`src/rtl/dtdq_pkg.sv`:
```
package dtdq_pkg;

  // ----------------------------------------------------------------------
  // timing
  // ----------------------------------------------------------------------
  localparam int CLK_PERIOD_NS   = 8;
  localparam int HALF_MS_NS      = 500000;
  // qualification timers step in half milliseconds of wall time
  localparam int HALF_MS_CYCLES  = HALF_MS_NS / CLK_PERIOD_NS;
  localparam int DETECT_RATE_HZ  = 8000;

  // ----------------------------------------------------------------------
  // register offsets
  // ----------------------------------------------------------------------
  localparam logic [8:0] ADDR_DET_CTRL   = 9'h1e0;
  localparam logic [8:0] ADDR_Q_CTRL     = 9'h1e1;
  localparam logic [8:0] ADDR_Q_READ     = 9'h1e2;
  localparam logic [8:0] ADDR_Q_STATUS   = 9'h1e3;
  localparam logic [8:0] ADDR_THRES_HI   = 9'h1e4;
  localparam logic [8:0] ADDR_THRES_LO   = 9'h1e5;
  localparam logic [8:0] ADDR_PRESENT_T  = 9'h1e6;
  localparam logic [8:0] ADDR_ABSENT_T   = 9'h1e7;
  localparam logic [8:0] ADDR_ACCEPT_T   = 9'h1e8;
  localparam logic [8:0] ADDR_RX_DIGIT   = 9'h1ea;

  // ----------------------------------------------------------------------
  // reset values
  // ----------------------------------------------------------------------
  localparam logic [7:0]  RST_DET_CTRL   = 8'h00;
  localparam logic [7:0]  RST_Q_CTRL     = 8'h40;
  localparam logic [15:0] RST_THRES      = 16'h0100;
  localparam logic [7:0]  RST_TIMER      = 8'h00;

  // ----------------------------------------------------------------------
  // field positions
  // ----------------------------------------------------------------------
  localparam int EN_BIT      = 7;
  localparam int DEV_LSB     = 4;
  localparam int TC_LSB      = 0;
  localparam int LEVEL_LSB   = 4;
  localparam int CLR_BIT     = 0;
  localparam int FULL_BIT    = 1;
  localparam int EMPTY_BIT   = 0;
  localparam int CNT_LSB     = 4;
  localparam int RDY_BIT     = 7;
  localparam int STATE_BIT   = 6;

  // ----------------------------------------------------------------------
  // tone plan and decoding
  // ----------------------------------------------------------------------
  localparam int QUEUE_DEPTH     = 8;
  localparam int FREQ_FRAC_BITS  = 3;
  localparam int PERMILLE_SCALE  = 1000;
  localparam int THRESH_SHIFT    = 8;
  localparam int ROW_HZ [4]      = '{697, 770, 852, 941};
  localparam int COL_HZ [4]      = '{1209, 1336, 1477, 1633};
  localparam int DEV_PERMILLE [4] = '{20, 25, 30, 35};
  // indexed by {row, column}
  localparam logic [3:0] DIGIT_TABLE [16] = '{
    4'h1, 4'h2, 4'h3, 4'hd,
    4'h4, 4'h5, 4'h6, 4'he,
    4'h7, 4'h8, 4'h9, 4'hf,
    4'hb, 4'ha, 4'hc, 4'h0};

  function automatic logic [3:0] dtdq_digit(input logic [1:0] row,
                                            input logic [1:0] col);
    dtdq_digit = DIGIT_TABLE[{row, col}];
  endfunction : dtdq_digit

endpackage : dtdq_pkg

```
`src/rtl/dtdq_tone_match.sv`:
```
`timescale 1ns/1ps
module dtdq_tone_match #(
  parameter bit IS_COL = 1'b0
) (
  // estimate in 13.3 format
  input  wire logic [15:0] freq,
  input  wire logic [1:0]  tol_sel,
  // match result
  output logic             hit,
  output logic [1:0]       idx
);
  import dtdq_pkg::*;

  // ----------------------------------------------------------------------
  // tolerance window, done as cross products to avoid a divider
  // ----------------------------------------------------------------------
  always_comb
  begin
    logic [31:0] nom;
    logic [31:0] diff;
    nom  = 32'h0;
    diff = 32'h0;
    hit  = 1'b0;
    idx  = 2'h0;
    for (int i = 0; i < 4; i++)
    begin
      nom  = 32'(IS_COL ? COL_HZ[i] : ROW_HZ[i]) << FREQ_FRAC_BITS;
      diff = ({16'h0, freq} > nom) ? {16'h0, freq} - nom
                                   : nom - {16'h0, freq};
      if (!hit && (diff * 32'(PERMILLE_SCALE) <=
                   nom * 32'(DEV_PERMILLE[tol_sel])))
      begin
        hit = 1'b1;
        idx = 2'(i);
      end
    end
  end

endmodule : dtdq_tone_match

```
`src/rtl/dtdq_top.sv`:
```
`timescale 1ns/1ps
// Function
// - row and column nominal tone frequencies
// - scan samples only while enabled
// - energy, tolerance, present time set detect
// - both detect flags give tone-present state
// - accept time elapsed: ready, decode, push
// - absent time outside tolerance clears flag
// - interrupt to host when queue depth exceeds level
// - detector runs only at 8 kHz
// - digit code table for sixteen keys
// - tolerance codes give 2.0 to 3.5 percent
// - time constant sets energy averaging speed
// - queue interrupt at level plus one
// - queue clear empties queue, depth zero
// - queue read returns oldest, then pops
// - queue read upper bits: depth before pop
// - status: count, full bit1, empty bit0
// - eight entries, digit dropped when full
// - below energy threshold no digit reported
// - present and absent times in 0.5 ms
// - accept time is value plus one steps
// - received digit register ready, state, code
module dtdq_top #(
  parameter int HALF_MS_CYC = dtdq_pkg::HALF_MS_CYCLES,
  parameter int Q_DEPTH     = dtdq_pkg::QUEUE_DEPTH
) (
  // clock and reset
  input  wire logic        CLK,
  input  wire logic        SYS_RST,
  // register access port
  input  wire logic [8:0]  REG_ADDR,
  input  wire logic        REG_WR,
  input  wire logic        REG_RD,
  input  wire logic [7:0]  REG_WDATA,
  output logic [7:0]       REG_RDATA,
  // channel path, same clock
  input  wire logic        SMP_VALID,
  input  wire logic [15:0] SMP_DATA,
  input  wire logic        RATE_8K,
  input  wire logic [15:0] ROW_FREQ,
  input  wire logic [15:0] COL_FREQ,
  // host interrupt
  output logic             DIGIT_IRQ
);
  import dtdq_pkg::*;

  localparam int PW = $clog2(Q_DEPTH);
  localparam int TW = $clog2(HALF_MS_CYC);

  // refuse sizes the pointer and status fields cannot carry
  if (Q_DEPTH != 8 || HALF_MS_CYC < 2)
  begin : g_bad_cfg
    $error("dtdq_top: unsupported queue depth or tick length");
  end

  typedef enum logic [1:0] {ACC_WAIT, ACC_COUNT, ACC_DONE} dtdq_acc_type;

  // ----------------------------------------------------------------------
  // registers
  // ----------------------------------------------------------------------
  logic [7:0]    ctrl_r, ctrl_nxt;
  logic [2:0]    level_r, level_nxt;
  logic [15:0]   thres_r, thres_nxt;
  logic [7:0]    pdt_r, pdt_nxt, adt_r, adt_nxt, acct_r, acct_nxt;
  logic [7:0]    rdata_r, rdata_nxt;
  logic          irq_r, irq_nxt;
  logic [TW-1:0] tick_cnt_r, tick_cnt_nxt;
  logic          tick;
  logic [31:0]   avg_r, avg_nxt;
  logic          run, energy_ok;
  logic [1:0]    flag, tone_hit;
  logic [1:0]    held_idx [2];
  dtdq_acc_type  acc_r, acc_nxt;
  logic [7:0]    acc_cnt_r, acc_cnt_nxt;
  logic [3:0]    last_digit_r, last_digit_nxt;
  logic [3:0]    q_mem_r [Q_DEPTH];
  logic [3:0]    q_mem_nxt [Q_DEPTH];
  logic [PW-1:0] wp_r, wp_nxt, rp_r, rp_nxt;
  logic [PW:0]   cnt_r, cnt_nxt;
  logic          push, pop, q_clear, q_full, q_empty, tone_state, rd_q;

  assign run       = ctrl_r[EN_BIT] & RATE_8K;
  assign tick      = (tick_cnt_r == TW'(HALF_MS_CYC - 1));
  assign q_full    = (cnt_r == (PW+1)'(Q_DEPTH));
  assign q_empty   = (cnt_r == '0);
  assign tone_state = &flag;
  assign rd_q      = REG_RD && REG_ADDR == ADDR_Q_READ;
  assign q_clear   = REG_WR && REG_ADDR == ADDR_Q_CTRL && REG_WDATA[CLR_BIT];
  assign pop       = rd_q && !q_empty;
  assign push      = (acc_nxt == ACC_DONE) && (acc_r != ACC_DONE)
                     && !q_full;

  // ----------------------------------------------------------------------
  // register writes and half-millisecond tick
  // ----------------------------------------------------------------------
  always_comb
  begin
    ctrl_nxt     = ctrl_r;
    level_nxt    = level_r;
    thres_nxt    = thres_r;
    pdt_nxt      = pdt_r;
    adt_nxt      = adt_r;
    acct_nxt     = acct_r;
    tick_cnt_nxt = (tick || !run) ? '0 : tick_cnt_r + 1'b1;
    if (REG_WR)
    begin
      unique case (REG_ADDR)
        ADDR_DET_CTRL:  ctrl_nxt  = REG_WDATA;
        ADDR_Q_CTRL:    level_nxt = REG_WDATA[LEVEL_LSB +: 3];
        ADDR_THRES_HI:  thres_nxt = {REG_WDATA, thres_r[7:0]};
        ADDR_THRES_LO:  thres_nxt = {thres_r[15:8], REG_WDATA};
        ADDR_PRESENT_T: pdt_nxt   = REG_WDATA;
        ADDR_ABSENT_T:  adt_nxt   = REG_WDATA;
        ADDR_ACCEPT_T:  acct_nxt  = REG_WDATA;
        default:        ;
      endcase
    end
  end

  always_ff @(posedge CLK or posedge SYS_RST)
  begin
    if (SYS_RST)
    begin
      ctrl_r     <= RST_DET_CTRL;
      level_r    <= RST_Q_CTRL[LEVEL_LSB +: 3];
      thres_r    <= RST_THRES;
      pdt_r      <= RST_TIMER;
      adt_r      <= RST_TIMER;
      acct_r     <= RST_TIMER;
      tick_cnt_r <= '0;
    end
    else
    begin
      ctrl_r     <= ctrl_nxt;
      level_r    <= level_nxt;
      thres_r    <= thres_nxt;
      pdt_r      <= pdt_nxt;
      adt_r      <= adt_nxt;
      acct_r     <= acct_nxt;
      tick_cnt_r <= tick_cnt_nxt;
    end
  end

  // ----------------------------------------------------------------------
  // energy estimate: leaky average of the squared sample
  // ----------------------------------------------------------------------
  always_comb
  begin
    logic signed [31:0] sq;
    logic signed [32:0] delta;
    sq      = $signed(SMP_DATA) * $signed(SMP_DATA);
    delta   = $signed({1'b0, sq}) - $signed({1'b0, avg_r});
    avg_nxt = avg_r;
    if (!run)
      avg_nxt = '0;
    else if (SMP_VALID) // larger shift: slower but steadier
      avg_nxt = 32'($signed({1'b0, avg_r})
                + (delta >>> ctrl_r[TC_LSB +: 4]));
  end

  always_ff @(posedge CLK or posedge SYS_RST)
  begin
    if (SYS_RST)
      avg_r <= '0;
    else
      avg_r <= avg_nxt;
  end

  // signal below threshold makes the estimator results void
  assign energy_ok = avg_r[31:THRESH_SHIFT] >= {8'h00, thres_r};

  // ----------------------------------------------------------------------
  // row and column detect flags
  // ----------------------------------------------------------------------
  for (genvar g = 0; g < 2; g++)
  begin : g_grp
    logic       m_hit;
    logic [1:0] m_idx;
    logic       flag_r, flag_nxt;
    logic [1:0] idx_r, idx_nxt;
    logic [7:0] tcnt_r, tcnt_nxt;

    dtdq_tone_match #(
      .IS_COL (g == 1)
    ) u_match (
      .freq    (g == 1 ? COL_FREQ : ROW_FREQ),
      .tol_sel (ctrl_r[DEV_LSB +: 2]),
      .hit     (m_hit),
      .idx     (m_idx)
    );

    assign tone_hit[g] = m_hit & energy_ok & run;

    // present timer while clear, absent timer while set
    always_comb
    begin
      flag_nxt = flag_r;
      idx_nxt  = idx_r;
      tcnt_nxt = tcnt_r;
      if (!run)
      begin
        flag_nxt = 1'b0;
        tcnt_nxt = '0;
      end
      else if (!flag_r)
      begin
        if (!tone_hit[g] || m_idx != idx_r)
        begin
          tcnt_nxt = '0;
          idx_nxt  = m_idx;
        end
        else if (tcnt_r >= pdt_r)
        begin
          flag_nxt = 1'b1;
          tcnt_nxt = '0;
        end
        else if (tick)
          tcnt_nxt = tcnt_r + 8'h01;
      end
      else if (tone_hit[g] && m_idx == idx_r)
        tcnt_nxt = '0;
      else if (tcnt_r >= adt_r)
      begin
        flag_nxt = 1'b0;
        tcnt_nxt = '0;
      end
      else if (tick)
        tcnt_nxt = tcnt_r + 8'h01;
    end

    always_ff @(posedge CLK or posedge SYS_RST)
    begin
      if (SYS_RST)
      begin
        flag_r <= 1'b0;
        idx_r  <= 2'h0;
        tcnt_r <= 8'h00;
      end
      else
      begin
        flag_r <= flag_nxt;
        idx_r  <= idx_nxt;
        tcnt_r <= tcnt_nxt;
      end
    end

    assign flag[g]     = flag_r;
    assign held_idx[g] = idx_r;
  end

  // ----------------------------------------------------------------------
  // accept qualification, one push per tone
  // ----------------------------------------------------------------------
  always_comb
  begin
    acc_nxt        = acc_r;
    acc_cnt_nxt    = acc_cnt_r;
    last_digit_nxt = last_digit_r;
    unique case (acc_r)
      ACC_WAIT:
        if (tone_state)
        begin
          acc_nxt     = ACC_COUNT;
          acc_cnt_nxt = '0;
        end
      ACC_COUNT:
        if (!tone_state)
          acc_nxt = ACC_WAIT;
        else if (tick && acc_cnt_r == acct_r)
        begin
          acc_nxt        = ACC_DONE;
          last_digit_nxt = dtdq_digit(held_idx[0], held_idx[1]);
        end
        else if (tick)
          acc_cnt_nxt = acc_cnt_r + 8'h01;
      ACC_DONE:
        if (!tone_state)
          acc_nxt = ACC_WAIT;
    endcase
  end

  always_ff @(posedge CLK or posedge SYS_RST)
  begin
    if (SYS_RST)
    begin
      acc_r        <= ACC_WAIT;
      acc_cnt_r    <= 8'h00;
      last_digit_r <= 4'h0;
    end
    else
    begin
      acc_r        <= acc_nxt;
      acc_cnt_r    <= acc_cnt_nxt;
      last_digit_r <= last_digit_nxt;
    end
  end

  // ----------------------------------------------------------------------
  // digit queue and read port
  // ----------------------------------------------------------------------
  always_comb
  begin
    q_mem_nxt = q_mem_r;
    wp_nxt    = wp_r;
    rp_nxt    = rp_r;
    cnt_nxt   = cnt_r;
    if (q_clear)
    begin
      wp_nxt  = '0;
      rp_nxt  = '0;
      cnt_nxt = '0;
    end
    else
    begin
      if (push)
      begin
        q_mem_nxt[wp_r] = last_digit_nxt;
        wp_nxt          = wp_r + 1'b1;
      end
      if (pop)
        rp_nxt = rp_r + 1'b1;
      cnt_nxt = cnt_r + (PW+1)'(push) - (PW+1)'(pop);
    end
    // clear wins over a read in the same cycle; it also discards data
    rdata_nxt = rdata_r;
    if (REG_RD)
    begin
      unique case (REG_ADDR)
        ADDR_DET_CTRL:  rdata_nxt = {ctrl_r[7], 1'b0, ctrl_r[5:0]};
        ADDR_Q_CTRL:    rdata_nxt = {1'b0, level_r, 4'h0};
        ADDR_Q_READ:    rdata_nxt = {cnt_r, q_mem_r[rp_r]};
        ADDR_Q_STATUS:  rdata_nxt = {cnt_r, 2'b00, q_full, q_empty};
        ADDR_THRES_HI:  rdata_nxt = thres_r[15:8];
        ADDR_THRES_LO:  rdata_nxt = thres_r[7:0];
        ADDR_PRESENT_T: rdata_nxt = pdt_r;
        ADDR_ABSENT_T:  rdata_nxt = adt_r;
        ADDR_ACCEPT_T:  rdata_nxt = acct_r;
        ADDR_RX_DIGIT:  rdata_nxt = {acc_r == ACC_DONE, tone_state,
                                     2'b00, last_digit_r};
        default:        rdata_nxt = 8'h00;
      endcase
    end
    // level output so a late mask in the host loses nothing
    irq_nxt = (cnt_nxt > {1'b0, level_r});
  end

  always_ff @(posedge CLK or posedge SYS_RST)
  begin
    if (SYS_RST)
    begin
      for (int i = 0; i < Q_DEPTH; i++)
        q_mem_r[i] <= 4'h0;
      wp_r    <= '0;
      rp_r    <= '0;
      cnt_r   <= '0;
      rdata_r <= 8'h00;
      irq_r   <= 1'b0;
    end
    else
    begin
      q_mem_r <= q_mem_nxt;
      wp_r    <= wp_nxt;
      rp_r    <= rp_nxt;
      cnt_r   <= cnt_nxt;
      rdata_r <= rdata_nxt;
      irq_r   <= irq_nxt;
    end
  end

  assign REG_RDATA = rdata_r;
  assign DIGIT_IRQ = irq_r;
endmodule : dtdq_top

```
`config.mk`:
```
export PLATFORM = sky130hd
export DESIGN_NAME = dtdq_top
export DESIGN_NICKNAME = d
export VERILOG_FILES = /design/src/rtl/dtdq_pkg.sv /design/src/rtl/dtdq_tone_match.sv /design/src/rtl/dtdq_top.sv
export SDC_FILE = /design/constraint.sdc
export NUM_CORES = 2
export LEC_CHECK = 0
export BUFFER_PORTS_ARGS = -buffer_cell sky130_fd_sc_hd__buf_2
export CORE_UTILIZATION = 45
export DETAILED_ROUTE_END_ITERATION = 8
export SKIP_LAST_GASP = 1
export SLEW_MARGIN = 40
export SYNTH_ARGS = -nofsm -noshare
export SYNTH_HDL_FRONTEND = slang
export SYNTH_SLANG_ARGS = --single-unit
```
`constraint.sdc`:
```
create_clock -name CLK -period 8.86 [get_ports CLK]
set_input_delay 1.772 -clock CLK [delete_from_list [all_inputs] [get_ports CLK]]
set_output_delay 1.772 -clock CLK [all_outputs]
set_load 0.01 [all_outputs]
```
==> results.sh <==
export IMPL_hold_class="reg -> reg"
export IMPL_via_count=52864
export IMPL_regToRegSetupSlack_ps=1180
export IMPL_cp_common_cell="fa_1"
export IMPL_synth_fa_ha_area_share_pct=43.3
export IMPL_worstSetupEndpointType="flip-flop"
export IMPL_layout_setup_ws_ps=-2890
export IMPL_start_util_pct=45.5
export IMPL_max_cap_violations=0
export IMPL_drt_first_pass_iters=5
export IMPL_async_flop_share_pct=100
export IMPL_setup_viol=52
export IMPL_slowest_stage="fa_1"
export IMPL_ys_seq_elements=185
export IMPL_synth_area_um2=59300
export IMPL_grt_max_degree=109
export IMPL_rsz0062_at_grt="true"
export IMPL_grt_pass1_wl_mm=274
export IMPL_htree_levels=4
export IMPL_max_freq_ghz=0.0851
export IMPL_synthCells=6905
export IMPL_status="finished, violations left"
export IMPL_crit_end="avg_r[31]"
export IMPL_path_class="in -> reg"
export IMPL_crit_fanout=5
export IMPL_drt_iter0_markers=2642
export IMPL_yosysSeqAreaShare_pct=7.81
export IMPL_cts_tree="yes"
export IMPL_core_um2=130000
export IMPL_antenna_found_initial=4
export IMPL_numCtsBuffers=17
export IMPL_final_antenna_net_count=0
export IMPL_num_io_pins=80
export IMPL_crit_path_start_kind="primary input"
export IMPL_die_y_um=365
export IMPL_max_stage_delay_ps=530
export IMPL_rr_endpoint="g_grp[0].tcnt_r[3]"
export IMPL_worstPathArrival_ps=12100
export IMPL_nets=10088
export IMPL_die_area_um2=133000
export IMPL_avgRoutedWirePerCell_um=16.2
export IMPL_cts_hold_buf=0
export IMPL_final_hold_viol_count=0
export IMPL_worst_slew_pin_slew_ps=774
export IMPL_reg2reg_from="ctrl_r[4]"
export IMPL_grt_pass1_vias=54709
export IMPL_fin_crit_sh_pct=133
export IMPL_slew_headroom_pct=48.4
export IMPL_violations="setup timing"
export IMPL_synth_edf_count=0
export IMPL_r2r_cells=26
export IMPL_fin_util_pct=58.9
export IMPL_synthMuxAreaShare_pct=4.86
export IMPL_finClkSkew_ps=13.2
export IMPL_drive_gt1_share_pct=27.1
export IMPL_yosysTopAreaCell="fa_1"
export IMPL_gp_congestion=0.917
export IMPL_cts_num_sinks=185
export IMPL_avgSynthCellArea_um2=8.58
export IMPL_synth_top_family_by_area="adder cells"
export IMPL_min_period_ps=11750
export IMPL_synth_top_area_share_pct=25.0
export IMPL_synth_compound_area_share_pct=14.7
export IMPL_yosys_top_cells_count="inv_1 (1,315), ha_1 (869), fa_1 (740)"
export IMPL_synth_xor_area_share_pct=6.97
export IMPL_syn_to_final_growth_pct=29.2
export IMPL_vias_per_cell=5.20
export IMPL_cts_root_buf="clkbuf_16"
export IMPL_clk_path_buf_depth=2
export IMPL_yosysMostFrequentCell="inv_1"
export IMPL_track_usage_pct=25.0
export IMPL_drc_errors=0
export IMPL_n_fill_cell=11597
export IMPL_timing_critical_path_from="SMP_DATA[9]"
export IMPL_worstSkewPairLatency_ps=450
export IMPL_ys_flop_type="dfrtp_1"
export IMPL_clkTransAtPathRegs_ps=80
export IMPL_synth_warnings=0
export IMPL_routed_wl_mm=165
export IMPL_place_ws_ps=-3330
export IMPL_synthDistinctLibCells=111
export IMPL_io_buffers=79
export IMPL_row_count=132
export IMPL_hpwl_mm=141
export IMPL_grt_ovfl_total=0
export IMPL_fin_hold_ws_ps=485
export IMPL_synth_area_leaders="fa_1 (25%), ha_1 (18%), inv_1 (8.3%)"
export IMPL_finalMaxSlewViolations=0
export IMPL_synth_simple_area_share_pct=12.7
export IMPL_required_ps=9210
export IMPL_die_w_um=365
[worst max-delay path, delay by kind of cell]
kind / cells / cell delay, ps
adders and majority gates: 9 / 3800
and+or+nand+nor: 8 / 1240
xor gates and xnor gates: 3 / 370
AOI/OAI and AO/OA: 19 / 3660
muxes: 3 / 780
buffers and inverters: 6 / 480
[cell type report]
class | instances | area, um^2 | share of cell area [%]
multi-input combinational | 5238 | 51600 | 67.4
timing repair buffer | 1643 | 12500 | 16.4
inverter | 1323 | 5030 | 6.57
sequential | 185 | 4640 | 6.05
tap | 1742 | 2180 | 2.85
clock buffer | 18 | 439 | 0.573
clock inverter | 14 | 160 | 0.209
antenna | 1 | 2.50 | 0.00327
[layer usage]
| metal | part of all wire, % | up-vias | global-route usage, % |
|---|---|---|---|
| met4 | 1.7 | 2 | 4.22 |
| met2 | 51 | 814 | 45.9 |
| li1 | - | 25941 | - |
| met3 | 2.9 | 168 | 1.41 |
| met5 | 0.0049 | - | 0 |
| met1 | 44 | 25939 | 32.7 |
[worst min path at each step]
stage | from | endpoint | slack [ps] | cells after the start
floorplan | tick_cnt_r[0] | tick_cnt_r[0] | 450 | 1
global placement | tick_cnt_r[0] | tick_cnt_r[0] | 480 | 1
detailed placement | tick_cnt_r[0] | tick_cnt_r[0] | 480 | 1
CTS | tick_cnt_r[0] | tick_cnt_r[0] | 490 | 1
global route | tick_cnt_r[0] | tick_cnt_r[0] | 520 | 1
finish | tick_cnt_r[0] | tick_cnt_r[0] | 490 | 1
[sequential cells by signal, summed over array words and instances (netlist names)]
| signal | flops |
|---|---|
| g_grp.flag_r | 2 |
| avg_r | 32 |
| wp_r | 3 |
| rp_r | 3 |
| thres_r | 16 |
| DIGIT_IRQ | 1 |
| tick_cnt_r | 16 |
| cnt_r | 4 |
| adt_r | 8 |
| q_mem_r | 32 |
| g_grp.idx_r | 4 |
| last_digit_r | 4 |
| acc_r | 2 |
| acc_cnt_r | 8 |
| pdt_r | 8 |
| ctrl_r | 7 |
| level_r | 3 |
| REG_RDATA | 8 |
| g_grp.tcnt_r | 16 |
| acct_r | 8 |
[stage by stage]
stage | TNS [ps] | cells | instance area [um^2]
finish | -76530 | 10164 | 76600
global route | -96920 | 10164 | 76600
CTS | -73130 | 10131 | 75600
detailed placement | -109560 | 10042 | 73800
global placement | -103780 | 10042 | 73800
floorplan | -61740 | 6920 | 61000
[layout by cell type (no fill, tap or decap), types with 44 or more instances in the layout]
cell / n
buf_4: 1520
inv_1: 1248
ha_1: 816
fa_1: 729
nand2_1: 418
nor2_1: 394
a21oi_1: 296
xnor2_1: 292
o21ai_0: 266
dfrtp_1: 179
mux2i_1: 149
xor2_1: 134
a21o_1: 127
nand3_1: 110
nor3_1: 77
mux2_2: 76
nand2b_1: 75
o21a_1: 74
nor2b_1: 67
buf_2: 64
inv_2: 60
and2_1: 59
nand4_1: 56
a211oi_1: 50
a21oi_2: 47
o211ai_1: 44
ha_4: 44
[timing repair]
item	in CTS	in global routing
setup endpoints to repair	53	54
pin swaps	138	138
cloned	0	1
gates resized for setup	191	151
setup buffers	63	32
[kinds of logic after synthesis]
group           count (synthesis)
compound gates               1339
buf+inv                      1497
mux                           258
fa+ha+maj                    1609
simple gates                 1544
other cells                     2
flops                         185
xor+xnor                      471
Power is not shown: default switching activity piles up to over one toggle a cycle in this logic, so the estimate is an artifact.
